## src/shared/laser_port_pkg.sv

```systemverilog
// Shared constants, register map and pin carriers for the laser control port
package laser_port_pkg;

  localparam int unsigned CLK_HZ        = 100_000_000;
  localparam int unsigned CLK_PERIOD_NS = 10;

  // Pulse-length and timing figures in milliseconds
  localparam int unsigned SETTLE_MS      = 4000;
  localparam int unsigned TOGGLE_MIN_MS  = 800;
  localparam int unsigned TOGGLE_MAX_MS  = 1200;
  localparam int unsigned LONG_OFF_MS    = 4000;
  localparam int unsigned ON_LOCKOUT_MS  = 10000;
  localparam int unsigned WARMUP_MS      = 3000;

  // External trigger limits in kHz
  localparam int unsigned TRIG_MAX_KHZ      = 300;
  localparam int unsigned TRIG_SUPPRESS_KHZ = 600;
  localparam logic [7:0]  TRIG_MIN_GAP_CYC  = 8'((CLK_HZ / 1000) / TRIG_SUPPRESS_KHZ);

  // Optical sync delay window in ns, and the pipeline depth that sets it
  localparam int unsigned OPTO_MIN_NS      = 30;
  localparam int unsigned OPTO_MAX_NS      = 100;
  localparam int unsigned OPTO_LATENCY_CYC = 4;

  // Register byte offsets
  localparam logic [7:0] REG_CTRL    = 8'h00;
  localparam logic [7:0] REG_RATE    = 8'h04;
  localparam logic [7:0] REG_CURRENT = 8'h08;
  localparam logic [7:0] REG_STATUS  = 8'h0c;
  localparam logic [7:0] REG_ENERGY  = 8'h10;

  // Control register fields
  localparam int unsigned CTRL_SRC_BIT     = 0;
  localparam int unsigned CTRL_SW_EMIT_BIT = 1;
  localparam int unsigned CTRL_POL_BIT     = 2;
  localparam int unsigned CTRL_EDGE_BIT    = 3;
  localparam logic [3:0]  CTRL_RESET       = 4'h1;

  // Status register fields
  localparam int unsigned ST_POWER_BIT    = 0;
  localparam int unsigned ST_READY_BIT    = 1;
  localparam int unsigned ST_EMIT_IND_BIT = 2;
  localparam int unsigned ST_EMITTING_BIT = 3;
  localparam int unsigned ST_EXT_SRC_BIT  = 4;
  localparam int unsigned ST_STANDBY_BIT  = 5;
  localparam int unsigned ST_ILK_BIT      = 6;
  localparam int unsigned ST_EXTERNAL_TRIGGER_IN_BIT = 7;
  localparam int unsigned ST_LOCKOUT_BIT  = 8;

  localparam logic [31:0] RATE_RESET        = 32'h0000_03e8;
  localparam logic [11:0] CURRENT_RESET     = 12'h800;
  localparam logic [11:0] STANDBY_CURRENT   = 12'h0cd;
  localparam logic [11:0] ENERGY_NOMINAL    = 12'h7d0;
  localparam logic [11:0] OPTO_MIN_ENERGY   = 12'h064;

  function automatic int unsigned ms_to_cyc(input int unsigned ms);
    return ms * (CLK_HZ / 1000);
  endfunction : ms_to_cyc

  // Raw control-port inputs
  typedef struct packed {
    logic emission_request;
    logic power_remote;
    logic power_button;
    logic current_source_select;
    logic external_trigger_in;
    logic standby_in;
    logic optical_detect;
  } port_pins_t;

  // Open-collector indicators
  typedef struct packed {
    logic emission;
    logic ready;
    logic interlock_open_indicator;
  } oc_ind_t;

endpackage : laser_port_pkg

```

## src/hw/laser_analog_control_port.sv

```systemverilog
// Control logic behind the laser's discrete analog/TTL control port
//
// The address map and the APB register port were decided locally.
`timescale 1ns/1ns
module laser_analog_control_port #(
  parameter int unsigned SETTLE_CYC     = laser_port_pkg::ms_to_cyc(laser_port_pkg::SETTLE_MS),
  parameter int unsigned TOGGLE_MIN_CYC = laser_port_pkg::ms_to_cyc(laser_port_pkg::TOGGLE_MIN_MS),
  parameter int unsigned TOGGLE_MAX_CYC = laser_port_pkg::ms_to_cyc(laser_port_pkg::TOGGLE_MAX_MS),
  parameter int unsigned LONG_OFF_CYC   = laser_port_pkg::ms_to_cyc(laser_port_pkg::LONG_OFF_MS),
  parameter int unsigned LOCKOUT_CYC    = laser_port_pkg::ms_to_cyc(laser_port_pkg::ON_LOCKOUT_MS),
  parameter int unsigned WARMUP_CYC     = laser_port_pkg::ms_to_cyc(laser_port_pkg::WARMUP_MS)
) (
  input  wire logic                    pclk,
  input  wire logic                    presetn,
  input  wire logic [7:0]              paddr,
  input  wire logic                    psel,
  input  wire logic                    penable,
  input  wire logic                    pwrite,
  input  wire logic [31:0]             pwdata,
  output logic      [31:0]             prdata,
  output logic                         pready,
  output logic                         pslverr,
  input  wire laser_port_pkg::port_pins_t pins,
  input  wire logic                    tec_stable,
  input  wire logic                    interlock_closed,
  input  wire logic [11:0]             energy_adc,
  input  wire logic [11:0]             ext_current_code,
  output laser_port_pkg::oc_ind_t      ind_level,
  output laser_port_pkg::oc_ind_t      ind_oe_n,
  output logic                         power_on_lamp,
  output logic [11:0]                  diode_current,
  output logic                         qswitch_trig,
  output logic                         trig_sync_out,
  output logic                         opto_sync_out,
  output logic [11:0]                  energy_hold
);

  if (TOGGLE_MIN_CYC == 0 || TOGGLE_MIN_CYC >= TOGGLE_MAX_CYC || TOGGLE_MAX_CYC >= LONG_OFF_CYC ||
      SETTLE_CYC == 0 || WARMUP_CYC < 2 || LOCKOUT_CYC == 0) begin : g_bad_cfg
    $error("laser_analog_control_port: inconsistent timing parameters");
  end
  if (laser_port_pkg::OPTO_LATENCY_CYC * laser_port_pkg::CLK_PERIOD_NS < laser_port_pkg::OPTO_MIN_NS ||
      laser_port_pkg::OPTO_LATENCY_CYC * laser_port_pkg::CLK_PERIOD_NS > laser_port_pkg::OPTO_MAX_NS)
  begin : g_bad_opto
    $error("laser_analog_control_port: optical sync latency outside window");
  end

  typedef enum logic [1:0] {EM_OFF, EM_WARMUP, EM_ON} em_state_t;

  function automatic logic ctl_active(input logic raw, input logic pol_high);
    return pol_high ? raw : !raw;
  endfunction : ctl_active

  laser_port_pkg::port_pins_t sync1_reg;
  laser_port_pkg::port_pins_t sync2_reg;
  laser_port_pkg::port_pins_t sync3_reg;

  logic [3:0]  ctrl_reg;
  logic [31:0] rate_reg;
  logic [11:0] current_reg;
  em_state_t   em_state_reg;
  logic [31:0] warm_cnt_reg;
  logic        ext_src_reg;
  logic [31:0] settle_cnt_reg;
  logic [31:0] press_cnt_reg;
  logic        pwr_act_reg;
  logic        power_on_reg;
  logic [31:0] lockout_cnt_reg;
  logic [31:0] int_cnt_reg;
  logic [7:0]  gap_cnt_reg;
  logic        opto_dly_reg;
  logic [31:0] prdata_reg;
  logic        pready_reg;
  logic        pslverr_reg;
  laser_port_pkg::oc_ind_t ind_oe_n_reg;
  logic        qswitch_reg;
  logic        trig_sync_reg;
  logic        opto_pin_reg;
  logic [11:0] diode_reg;
  logic [11:0] energy_reg;

  logic pol_high;
  logic emission_request;
  logic standby_act;
  logic ready_cond;
  logic emit_allowed;
  logic settled;
  logic pwr_act;
  logic long_hit;
  logic toggle_ok;
  logic ext_mode;
  logic int_fire;
  logic ext_edge;
  logic ext_ok;
  logic fire;
  logic opto_fire;

  // Two-stage synchronisers; the third stage only feeds edge detection
  always_ff @(posedge pclk or negedge presetn) begin
    if (!presetn) begin
      sync1_reg <= '0;
      sync2_reg <= '0;
      sync3_reg <= '0;
    end else begin
      sync1_reg <= pins;
      sync2_reg <= sync1_reg;
      sync3_reg <= sync2_reg;
    end
  end

  assign pol_high    = ctrl_reg[laser_port_pkg::CTRL_POL_BIT];
  assign standby_act = ctl_active(sync2_reg.standby_in, pol_high);
  // Serial emission bit stands in when the request line is not selected
  assign emission_request = (ctrl_reg[laser_port_pkg::CTRL_SRC_BIT] == 1'b0) ?
                            ctl_active(sync2_reg.emission_request, pol_high) :
                            ctrl_reg[laser_port_pkg::CTRL_SW_EMIT_BIT];
  assign ready_cond   = power_on_reg && tec_stable;
  assign emit_allowed = emission_request && ready_cond && interlock_closed;

  // Emission sequencing: indicator at once, optical output after warm-up
  always_ff @(posedge pclk or negedge presetn) begin
    if (!presetn) begin
      em_state_reg <= EM_OFF;
      warm_cnt_reg <= '0;
    end else begin
      unique case (em_state_reg)
        EM_OFF: begin
          warm_cnt_reg <= '0;
          if (emit_allowed) begin
            em_state_reg <= EM_WARMUP;
          end
        end
        EM_WARMUP: begin
          if (!emit_allowed) begin
            em_state_reg <= EM_OFF;
          end else if (warm_cnt_reg == WARMUP_CYC - 1) begin
            em_state_reg <= EM_ON;
          end else begin
            warm_cnt_reg <= warm_cnt_reg + 32'h1;
          end
        end
        EM_ON: begin
          if (!emit_allowed) begin
            em_state_reg <= EM_OFF;
          end
        end
      endcase
    end
  end

  // Source choice follows the pin only while idle, so a late change cannot upset the diode
  always_ff @(posedge pclk or negedge presetn) begin
    if (!presetn) begin
      ext_src_reg <= 1'b0;
    end else if (em_state_reg == EM_OFF) begin
      ext_src_reg <= ctl_active(sync2_reg.current_source_select, pol_high);
    end
  end

  // Power decoder, shared by remote input and front button
  assign settled   = (settle_cnt_reg == SETTLE_CYC);
  assign pwr_act   = settled && (sync2_reg.power_remote || sync2_reg.power_button);
  assign long_hit  = pwr_act && (press_cnt_reg == LONG_OFF_CYC - 1);
  // Short pulses and the unspecified gaps fall outside this window and do nothing
  assign toggle_ok = pwr_act_reg && !pwr_act &&
                     (press_cnt_reg > TOGGLE_MIN_CYC) && (press_cnt_reg < TOGGLE_MAX_CYC);

  always_ff @(posedge pclk or negedge presetn) begin
    if (!presetn) begin
      settle_cnt_reg <= '0;
    end else if (!settled) begin
      settle_cnt_reg <= settle_cnt_reg + 32'h1;
    end
  end

  always_ff @(posedge pclk or negedge presetn) begin
    if (!presetn) begin
      press_cnt_reg <= '0;
      pwr_act_reg   <= 1'b0;
    end else begin
      pwr_act_reg <= pwr_act;
      if (!pwr_act) begin
        press_cnt_reg <= '0;
      end else if (press_cnt_reg != LONG_OFF_CYC) begin
        press_cnt_reg <= press_cnt_reg + 32'h1;
      end
    end
  end

  always_ff @(posedge pclk or negedge presetn) begin
    if (!presetn) begin
      power_on_reg    <= 1'b0;
      lockout_cnt_reg <= '0;
    end else begin
      if (lockout_cnt_reg != 32'h0) begin
        lockout_cnt_reg <= lockout_cnt_reg - 32'h1;
      end
      if (long_hit) begin
        power_on_reg    <= 1'b0;
        lockout_cnt_reg <= '0;
      end else if (toggle_ok && !power_on_reg) begin
        power_on_reg    <= 1'b1;
        lockout_cnt_reg <= LOCKOUT_CYC;
      end else if (toggle_ok && lockout_cnt_reg == 32'h0) begin
        power_on_reg <= 1'b0;
      end
    end
  end

  // Q-switch triggering
  assign ext_mode = (rate_reg == 32'h0);
  assign int_fire = !ext_mode && (int_cnt_reg == rate_reg - 32'h1);
  assign ext_edge = ctrl_reg[laser_port_pkg::CTRL_EDGE_BIT] ?
                    (sync2_reg.external_trigger_in && !sync3_reg.external_trigger_in) :
                    (!sync2_reg.external_trigger_in && sync3_reg.external_trigger_in);
  assign ext_ok   = ext_edge && (gap_cnt_reg >= laser_port_pkg::TRIG_MIN_GAP_CYC);
  assign fire     = (em_state_reg == EM_ON) && !standby_act &&
                    (ext_mode ? ext_ok : int_fire);

  always_ff @(posedge pclk or negedge presetn) begin
    if (!presetn) begin
      int_cnt_reg <= '0;
    end else if (ext_mode || em_state_reg != EM_ON || int_fire) begin
      int_cnt_reg <= '0;
    end else begin
      int_cnt_reg <= int_cnt_reg + 32'h1;
    end
  end

  // Edges closer than the suppression spacing are dropped, not queued
  always_ff @(posedge pclk or negedge presetn) begin
    if (!presetn) begin
      gap_cnt_reg <= laser_port_pkg::TRIG_MIN_GAP_CYC;
    end else if (ext_ok) begin
      gap_cnt_reg <= '0;
    end else if (gap_cnt_reg < laser_port_pkg::TRIG_MIN_GAP_CYC) begin
      gap_cnt_reg <= gap_cnt_reg + 8'h1;
    end
  end

  always_ff @(posedge pclk or negedge presetn) begin
    if (!presetn) begin
      qswitch_reg   <= 1'b0;
      trig_sync_reg <= 1'b0;
    end else begin
      qswitch_reg   <= fire;
      trig_sync_reg <= pol_high ? fire : !fire;
    end
  end

  // Energy sample taken on the edge that starts each Q-switch pulse, held until the next
  always_ff @(posedge pclk or negedge presetn) begin
    if (!presetn) begin
      energy_reg <= '0;
    end else if (fire) begin
      energy_reg <= energy_adc;
    end
  end

  // Optical sync: extra stage lands the output inside the delay window
  assign opto_fire = sync2_reg.optical_detect && !sync3_reg.optical_detect &&
                     (energy_adc >= laser_port_pkg::OPTO_MIN_ENERGY);

  always_ff @(posedge pclk or negedge presetn) begin
    if (!presetn) begin
      opto_dly_reg <= 1'b0;
      opto_pin_reg <= 1'b1;
    end else begin
      opto_dly_reg <= opto_fire;
      opto_pin_reg <= pol_high ? opto_dly_reg : !opto_dly_reg;
    end
  end

  // Diode drive; external code is already a linear fraction of maximum current
  always_ff @(posedge pclk or negedge presetn) begin
    if (!presetn) begin
      diode_reg <= '0;
    end else if (em_state_reg != EM_ON) begin
      diode_reg <= '0;
    end else if (standby_act) begin
      diode_reg <= laser_port_pkg::STANDBY_CURRENT;
    end else if (ext_src_reg) begin
      diode_reg <= ext_current_code;
    end else begin
      diode_reg <= current_reg;
    end
  end

  // Indicators: oe_n low turns the transistor on and pulls the pin low
  always_ff @(posedge pclk or negedge presetn) begin
    if (!presetn) begin
      ind_oe_n_reg <= '1;
    end else begin
      ind_oe_n_reg.emission                 <= (em_state_reg == EM_OFF) && !emit_allowed;
      ind_oe_n_reg.ready                    <= !ready_cond;
      ind_oe_n_reg.interlock_open_indicator <= interlock_closed;
    end
  end

  // APB slave: one wait state, response registered
  function automatic logic [32:0] reg_read(input logic [7:0] addr);
    logic [31:0] st;
    st = '0;
    st[laser_port_pkg::ST_POWER_BIT]    = power_on_reg;
    st[laser_port_pkg::ST_READY_BIT]    = ready_cond;
    st[laser_port_pkg::ST_EMIT_IND_BIT] = !ind_oe_n_reg.emission;
    st[laser_port_pkg::ST_EMITTING_BIT] = (em_state_reg == EM_ON);
    st[laser_port_pkg::ST_EXT_SRC_BIT]  = ext_src_reg;
    st[laser_port_pkg::ST_STANDBY_BIT]  = standby_act;
    st[laser_port_pkg::ST_ILK_BIT]      = interlock_closed;
    st[laser_port_pkg::ST_EXTERNAL_TRIGGER_IN_BIT] = ext_mode;
    st[laser_port_pkg::ST_LOCKOUT_BIT]  = (lockout_cnt_reg != 32'h0);
    case (addr)
      laser_port_pkg::REG_CTRL:    return {1'b0, 28'h0, ctrl_reg};
      laser_port_pkg::REG_RATE:    return {1'b0, rate_reg};
      laser_port_pkg::REG_CURRENT: return {1'b0, 20'h0, current_reg};
      laser_port_pkg::REG_STATUS:  return {1'b0, st};
      laser_port_pkg::REG_ENERGY:  return {1'b0, 20'h0, energy_reg};
      default:                     return {1'b1, 32'h0};
    endcase
  endfunction : reg_read

  always_ff @(posedge pclk or negedge presetn) begin
    if (!presetn) begin
      pready_reg  <= 1'b0;
      prdata_reg  <= '0;
      pslverr_reg <= 1'b0;
    end else begin
      pready_reg <= psel && penable && !pready_reg;
      if (psel && penable && !pready_reg) begin
        {pslverr_reg, prdata_reg} <= reg_read(paddr);
      end else begin
        pslverr_reg <= 1'b0;
      end
    end
  end

  always_ff @(posedge pclk or negedge presetn) begin
    if (!presetn) begin
      ctrl_reg    <= laser_port_pkg::CTRL_RESET;
      rate_reg    <= laser_port_pkg::RATE_RESET;
      current_reg <= laser_port_pkg::CURRENT_RESET;
    end else if (psel && penable && pready_reg && pwrite) begin
      unique case (paddr)
        laser_port_pkg::REG_CTRL:    ctrl_reg    <= pwdata[3:0];
        laser_port_pkg::REG_RATE:    rate_reg    <= pwdata;
        laser_port_pkg::REG_CURRENT: current_reg <= pwdata[11:0];
        default: begin
        end
      endcase
    end
  end

  assign prdata        = prdata_reg;
  assign pready        = pready_reg;
  assign pslverr       = pslverr_reg;
  assign ind_level     = '0;
  assign ind_oe_n      = ind_oe_n_reg;
  assign power_on_lamp = power_on_reg;
  assign diode_current = diode_reg;
  assign qswitch_trig  = qswitch_reg;
  assign trig_sync_out = trig_sync_reg;
  assign opto_sync_out = opto_pin_reg;
  assign energy_hold   = energy_reg;

  a_request_gate: assert property (@(posedge pclk) disable iff (!presetn)
    (em_state_reg == EM_OFF && !emit_allowed) |=> em_state_reg == EM_OFF)
    else $error("emission started without request, ready and interlock");

  a_serial_blocks_pin: assert property (@(posedge pclk) disable iff (!presetn)
    (ctrl_reg[laser_port_pkg::CTRL_SRC_BIT] && !ctrl_reg[laser_port_pkg::CTRL_SW_EMIT_BIT]
     && em_state_reg == EM_OFF) |=> em_state_reg == EM_OFF)
    else $error("request line acted while serial source selected");

  a_emit_indicator: assert property (@(posedge pclk) disable iff (!presetn)
    $rose(emit_allowed) |=> !ind_oe_n.emission)
    else $error("emission indicator late");

  a_warmup_length: assert property (@(posedge pclk) disable iff (!presetn)
    $rose(em_state_reg == EM_ON) |-> $past(warm_cnt_reg) == WARMUP_CYC - 1)
    else $error("emission began before warm-up elapsed");

  a_ready_ind: assert property (@(posedge pclk) disable iff (!presetn)
    !(power_on_reg && tec_stable) |=> ind_oe_n.ready)
    else $error("ready indicator on while not stable");

  a_source_frozen: assert property (@(posedge pclk) disable iff (!presetn)
    (em_state_reg != EM_OFF) |=> $stable(ext_src_reg))
    else $error("current source changed during emission");

  a_settle_hold: assert property (@(posedge pclk) disable iff (!presetn)
    !settled |=> !power_on_reg)
    else $error("power changed before settle time");

  a_lockout_keep: assert property (@(posedge pclk) disable iff (!presetn)
    (power_on_reg && lockout_cnt_reg > 32'h1 && !long_hit) |=> power_on_reg)
    else $error("toggle pulse powered off during start-up lockout");

  a_ext_one_pulse: assert property (@(posedge pclk) disable iff (!presetn)
    (ext_mode && ext_ok && em_state_reg == EM_ON && !standby_act)
    |=> qswitch_trig ##1 !qswitch_trig)
    else $error("external edge did not give exactly one Q-switch pulse");

  a_standby_blank: assert property (@(posedge pclk) disable iff (!presetn)
    standby_act |=> !qswitch_trig)
    else $error("Q-switch fired in standby");

  a_energy_refresh: assert property (@(posedge pclk) disable iff (!presetn)
    qswitch_reg |-> energy_hold == $past(energy_adc))
    else $error("energy hold not refreshed with the pulse");

  a_opto_quiet: assert property (@(posedge pclk) disable iff (!presetn)
    (!opto_fire ##1 !pol_high) |=> opto_sync_out)
    else $error("optical sync pulsed without a qualified pulse");

endmodule : laser_analog_control_port

```

## config.mk

```make
export PLATFORM = sky130hd
export DESIGN_NAME = laser_analog_control_port
export DESIGN_NICKNAME = d
export VERILOG_FILES = /design/src/shared/laser_port_pkg.sv /design/src/hw/laser_analog_control_port.sv
export SDC_FILE = /design/constraint.sdc
export NUM_CORES = 1
export LEC_CHECK = 0
export BUFFER_PORTS_ARGS = -buffer_cell sky130_fd_sc_hd__buf_2
export CAP_MARGIN = 10
export CORE_ASPECT_RATIO = 1.1
export CORE_UTILIZATION = 40
export CTS_CLUSTER_SIZE = 25
export DETAILED_ROUTE_END_ITERATION = 8
export GPL_ROUTABILITY_DRIVEN = 0
export PLACE_DENSITY = 0.66
export SYNTH_ARGS = -nofsm -noshare
export SYNTH_HDL_FRONTEND = slang
export SYNTH_SLANG_ARGS = --single-unit
```

## constraint.sdc

```tcl
create_clock -name pclk -period 8.7 [get_ports pclk]
set_input_delay 0 -clock pclk [delete_from_list [all_inputs] [get_ports pclk]]
set_output_delay 0 -clock pclk [all_outputs]
set_load 0.005 [all_outputs]
```

==> impl_metrics.yaml, run 1 <==
route:
  antenna_left: 0
  routed_wl_um: 38400
  drc_errors: 0
  firstDrtPassIters: 5
  wl_per_cell_um: 17.4
  drt-initial-drc-count: 727
  detail_route.vias_per_cell: 5.37
  vias: 11900
sta:
  tns_ns: 0
  fmax_mhz: 242
  grt_setup_unrepaired: "false"
  hold_viol: 0
  slew_violations: 0
  finalCriticalPeriod_ns: 4.14
  tightestPinTransition_ns: 1.22
  post-route-period-util_pct: 47.6
  finalClockSkew_ns: 0.0120
  setup_viol: 0
  relSlewSlack_pct: 18.3
grt:
  antenna_found_initial: 1
  grtUsageTotal_pct: 20.4
  use_met1_pct: 27.3
  met2_usage_pct: 33.2
  grt_max_degree: 202
  grt_busiest_layer: "met2"
  grt_overflow: 0
  grt_pass1_vias: 11800
  grt_pass1_wl_um: 63000
  use_met3_pct: 4.01
worst_setup_path:
  rr_startpoint: "rate_reg[0]"
  critPathKind: "reg2reg"
  r2r-end: "energy_hold[7]"
  cp_slowest_cell: "or4_4"
  start_kind: "register"
  path_cells: "inv_1, ha_1, nor4b_4, nand4_2, nor2_1, xnor2_1, o2111ai_1, or4_4, o41ai_2, nand3_2, mux2_4"
  r2r_cells: 11
  crit_start: "rate_reg[0]"
  rrSetupSlack_ns: 4.56
  worst_ep_arrival_time_ns: 4.52
  end_kind: "register"
  max_stage_delay_ns: 0.56
  crit_path_max_fanout: 13
  cp-endpoint: "energy_hold[7]"
  crit_required_ns: 9.09
power_and_ir_drop:
  ir_drop_mv: 0.161
  fin_total_pwr_mw: 3.01
  leakagePower_nw: 8.08
  power_density_nw_per_um2: 166
clocking:
  cts_setup_buffers: 0
  h-tree-depth: 2
  cts_num_sinks: 302
  cts_resized: 0
  cts_buffers: 34
  cts_tree: "done"
  cts-root-buf: "clkbuf_16"
  cts.clk_slew.worst_paths_ns: 0.06
  clockBufferDepth: 3
  clk-insertion-delay-late_ns: 0.51
  hold_buffers: 70
yosys:
  ys_seq_area_share_pct: 50.1
  syn_area_per_cell_um2: 10.1
  syn_inst: 1500
  synth_warnings: 0
  synthFlopType: "dfrtp_1"
  synth_area_um2: 15100
  synth_edf_count: 0
  synth-seq-cells: 302
  yosysUniqueCellTypes: 81
  ys_async_sr_fraction_pct: 100
min_path:
  hold_class: "in2async"
cells_and_area:
  antenna_cells: 0
  final_util_pct: 48.6
  area_delta_synth_final_pct: 19.7
  nNetsFinal: 1786
  drive_gt1_share_pct: 18.4
placement:
  portBuffers: 142
  dp_hpwl_um: 26800
floorplanning:
  die_x_um: 187
  start_util_pct: 40.6
  die_y_um: 206
  io_pins: 146
  coreArea_um2: 37200
  die_area_um2: 38600
  placement_rows: 74
run_status:
  status: "finished, final reports clean"
flow_run:
  max-cap-violations: 0
[placed cells by master (no fill, tap or decap), drive strengths merged, types with 45 or more instances in the layout]
cell	count
mux2	60
buf	149
xor2	93
nor3	45
nor2	205
nand2	142
dfrtp	286
clkbuf	47
nand3	85
dlygate4sd3	70
xnor2	100
[metal layers]
| layer | routed length, um | part of all wire [%] | vias to the layer above |
|---|---|---|---|
| met3 | 2610 | 6.8 | 74 |
| met5 | 10 | 0.026 | - |
| li1 | - | - | 5606 |
| met1 | 16900 | 44 | 5815 |
| met2 | 17700 | 46 | 360 |
| met4 | 1110 | 2.9 | 2 |
[cells in the mapped netlist, drive strengths merged (10+ instances only)]
cell	number	share of area, %
a21oi	22	0.73
a31oi	11	0.46
and3	35	1.5
buf	16	0.73
clkbuf	48	1.3
dfrtp	286	47
dfstp	16	2.8
ha	15	1.2
inv	28	0.70
mux2	60	4.7
mux2i	19	1.3
nand2	142	3.5
nand3	85	2.8
nand4	37	1.6
nor2	205	5.1
nor2b	10	0.41
nor3	45	1.5
nor4	31	1.4
nor4b	10	0.72
o21ai	37	1.2
or3	17	0.75
or4	13	0.70
xnor2	100	5.8
xor2	93	5.4
[worst min-delay path by stage]
stage            start           endpoint  slack, ns
2_1_floorplan  presetn        ctrl_reg[1]      -0.30
3_3_place_gp   presetn  diode_current[10]       0.10
4_1_cts        pins[0]       sync1_reg[0]       0.11
3_5_place_dp   presetn     gap_cnt_reg[4]        0.1
6_report       presetn         prdata[29]       0.13
5_1_grt        pins[4]       sync1_reg[4]       0.12
[where the power goes]
| part | internal [mW] | switching (mW) |
|---|---|---|
| Clock | 0.885 | 0.574 |
| Sequential | 1.42 | 0.0146 |
| Combinational | 0.0523 | 0.0659 |
[final cells by class]
class | count | area, um2
fillers | 3402 | 19100
flip-flops and latches | 302 | 7580
multi-input cells | 1108 | 7170
repair buffers | 219 | 1490
clock buffers | 47 | 991
well taps | 494 | 618
clock inverters | 12 | 146
inverters | 28 | 105
[cell families after synthesis]
| group | share of synthesized area (%) |
|---|---|
| multiplexers | 5.95 |
| AND/OR/NAND/NOR | 22.9 |
| adder cells (fa/ha/maj) | 1.24 |
| buffers and inverters | 2.68 |
| other | 0.0248 |
| AO/OA/AOI/OAI | 5.86 |
| flip-flops | 50.1 |
| XOR/XNOR | 11.2 |
[through the flow]
stage / worst slack, ns / area [um2] / hold slack, ns / cells
floorplan: 5.11 / 15100 / -0.296 / 1502
global placement: 4.68 / 16300 / 0.100 / 2081
detailed placement: 4.63 / 16300 / 0.0989 / 2081
CTS: 4.62 / 18100 / 0.110 / 2210
global route: 4.38 / 18100 / 0.123 / 2210
finish: 4.56 / 18100 / 0.133 / 2210
[critical path: cells and delay by family, from the launching register on]
family | cells | cell delay (ns)
and+or+nand+nor | 5 | 1.98
AOI/OAI and AO/OA | 2 | 0.48
muxes | 1 | 0.48
DFF | 1 | 0.45
adders and majority gates | 1 | 0.32
buffers and inverters | 1 | 0.13
xor gates and xnor gates | 1 | 0.13
Power figures use the tool's default switching activity.
==> inputs of run 2 (changes only) <==
- clock period: 8.7 -> 4.15 ns (I/O delays scaled with it)
==> impl_metrics.yaml, run 2 (synthesized netlist as in run 1, its figures left out) <==
sta:
  tns_ns: 0
  grt_setup_unrepaired: "false"
  slew_violations: 0
  tightestPinTransition_ns: 1.07
  relSlewSlack_pct: 28.4
  hold_viol: 0
  fmax_mhz: 258
  finalCriticalPeriod_ns: 3.87
  finalClockSkew_ns: 0.0237
  post-route-period-util_pct: 93.2
  setup_viol: 0
power_and_ir_drop:
  clock_power_share_pct: 49.5
  combPwrFrac_pct: 3.9
  p_int_mw: 5.01
  power_frac_seq_pct: 46.6
  leakagePower_nw: 8.18
  switching_share_pct: 22.3
  ir_drop_mv: 0.301
  power_density_nw_per_um2: 353
  p_switching_mw: 1.44
clocking:
  cts_buffers: 35
  h-tree-depth: 2
  clk-insertion-delay-late_ns: 0.53
  cts_setup_buffers: 0
  cts_tree: "done"
  cts-root-buf: "clkbuf_16"
  cts.clk_slew.worst_paths_ns: 0.07
  clockBufferDepth: 3
  cts_num_sinks: 302
grt:
  grt_max_degree: 132
  grt_pass1_vias: 11800
  grtUsageTotal_pct: 20.6
  grt_overflow: 0
  grt_pass1_wl_um: 63700
  antenna_found_initial: 1
worst_setup_path:
  start_kind: "register"
  crit_buf_inv: 1
  crit_start: "rate_reg[0]"
  crit_path_max_fanout: 13
  max_stage_delay_ns: 0.68
  crit_required_ns: 4.56
  rr_startpoint: "rate_reg[0]"
  critPathKind: "reg2reg"
  worst_ep_arrival_time_ns: 4.28
  end_kind: "register"
  cp_slowest_cell: "or4b_2"
  path_cells: "inv_1, ha_1, or4b_2, nor4_1, a211o_2, nand3_1, a21boi_0, nand4_1, o41ai_2, nand3_4, mux2_4"
  rrSetupSlack_ns: 0.28
  cpLargestDelayFamily: "simple AND/OR/NAND/NOR gates"
cells_and_area:
  num-fill-cells: 3402
  multiInputGateArea_um2: 7180
  layout.cells.non_filler: 2227
  final_common_cell: "dfrtp_1"
  area_delta_synth_final_pct: 20.9
  layout_common_cells: "286 x dfrtp_1, 202 x nor2_1, 142 x nand2_1"
  drive_gt1_share_pct: 19.3
  antenna_cells: 0
  nNetsFinal: 1799
  regArea_um2: 7580
flow_run:
  max-cap-violations: 0
route:
  routed_wl_um: 39000
  firstDrtPassIters: 7
  drt-initial-drc-count: 717
  vias: 12000
  detail_route.vias_per_cell: 5.39
  drc_errors: 0
  antenna_left: 0
  wl_per_cell_um: 17.5
floorplanning:
  die_area_um2: 38600
  placement_rows: 74
  coreArea_um2: 37200
  die_x_um: 187
  io_pins: 146
  start_util_pct: 40.6
  die_y_um: 206
run_status:
  status: "finished, final reports clean"
placement:
  dp_hpwl_um: 27800
  portBuffers: 142
  placed_cells: 2093
min_path:
  hold_class: "in2async"
## run 2: cell count changes in the layout (fill, tap and decap cells not counted), moves of 2 or more
cell      delta
buf_4       +12
clkbuf_8     -3
clkinv_2     +3
clkinv_4     +2
## run 2: final cells by class
class                   instances  share of cell area [%]
clock buffers                  44                    5.31
flip-flops and latches        302                    41.5
clock inverters                20                    1.28
repair buffers                231                    8.72
inverters                      28                   0.575
multi-input cells            1108                    39.3
well taps                     494                    3.38
## run 2: path summary, 6_finish.rpt
check / to / cells after the start
min in group pclk: prdata[2] / 4
max: energy_hold[10] / 11
min: gap_cnt_reg[4] / 2
min reg2reg: sync2_reg[5] / 0
max reg2reg: energy_hold[10] / 11
max in group asynchronous: current_reg[5] / 3
## run 2: through the flow
step	hold slack [ns]	power, mW	utilization [%]	setup slack (ns)	instance area (um2)
3_3_place_gp	0.108	3.26	43.9	0.387	16300
4_1_cts	0.0640	6.53	49.0	0.247	18200
2_1_floorplan	-0.296	3.10	-	0.561	15100
5_1_grt	0.117	6.67	49.1	0.112	18300
6_report	0.0967	6.45	49.1	0.281	18300
3_5_place_dp	0.109	3.26	43.9	0.278	16300
## run 2: power by group through the flow
stage / combinational, mW / sequential (mW) / clock, mW
finish: 0.251 / 3.01 / 3.20
global placement: 0.200 / 3.06 / 0
detailed placement: 0.201 / 3.06 / 0
CTS: 0.253 / 3.00 / 3.27
global route: 0.276 / 3.01 / 3.38
floorplan: 0.0581 / 3.04 / 0
## run 2: repair_timing
action,CTS,global route
endpoints found under the setup margin,0,12
endpoints found under the hold margin,204,0
gates resized for setup,0,1
hold buffers,69,0
## run 2: per-layer routing
metal	global-route usage (%)	routed length (um)	up-vias
met3	3.38	2610	72
met5	0	11	-
li1	-	-	5641
met2	33.8	18000	398
met4	6.26	1040	2
met1	28.0	17300	5890
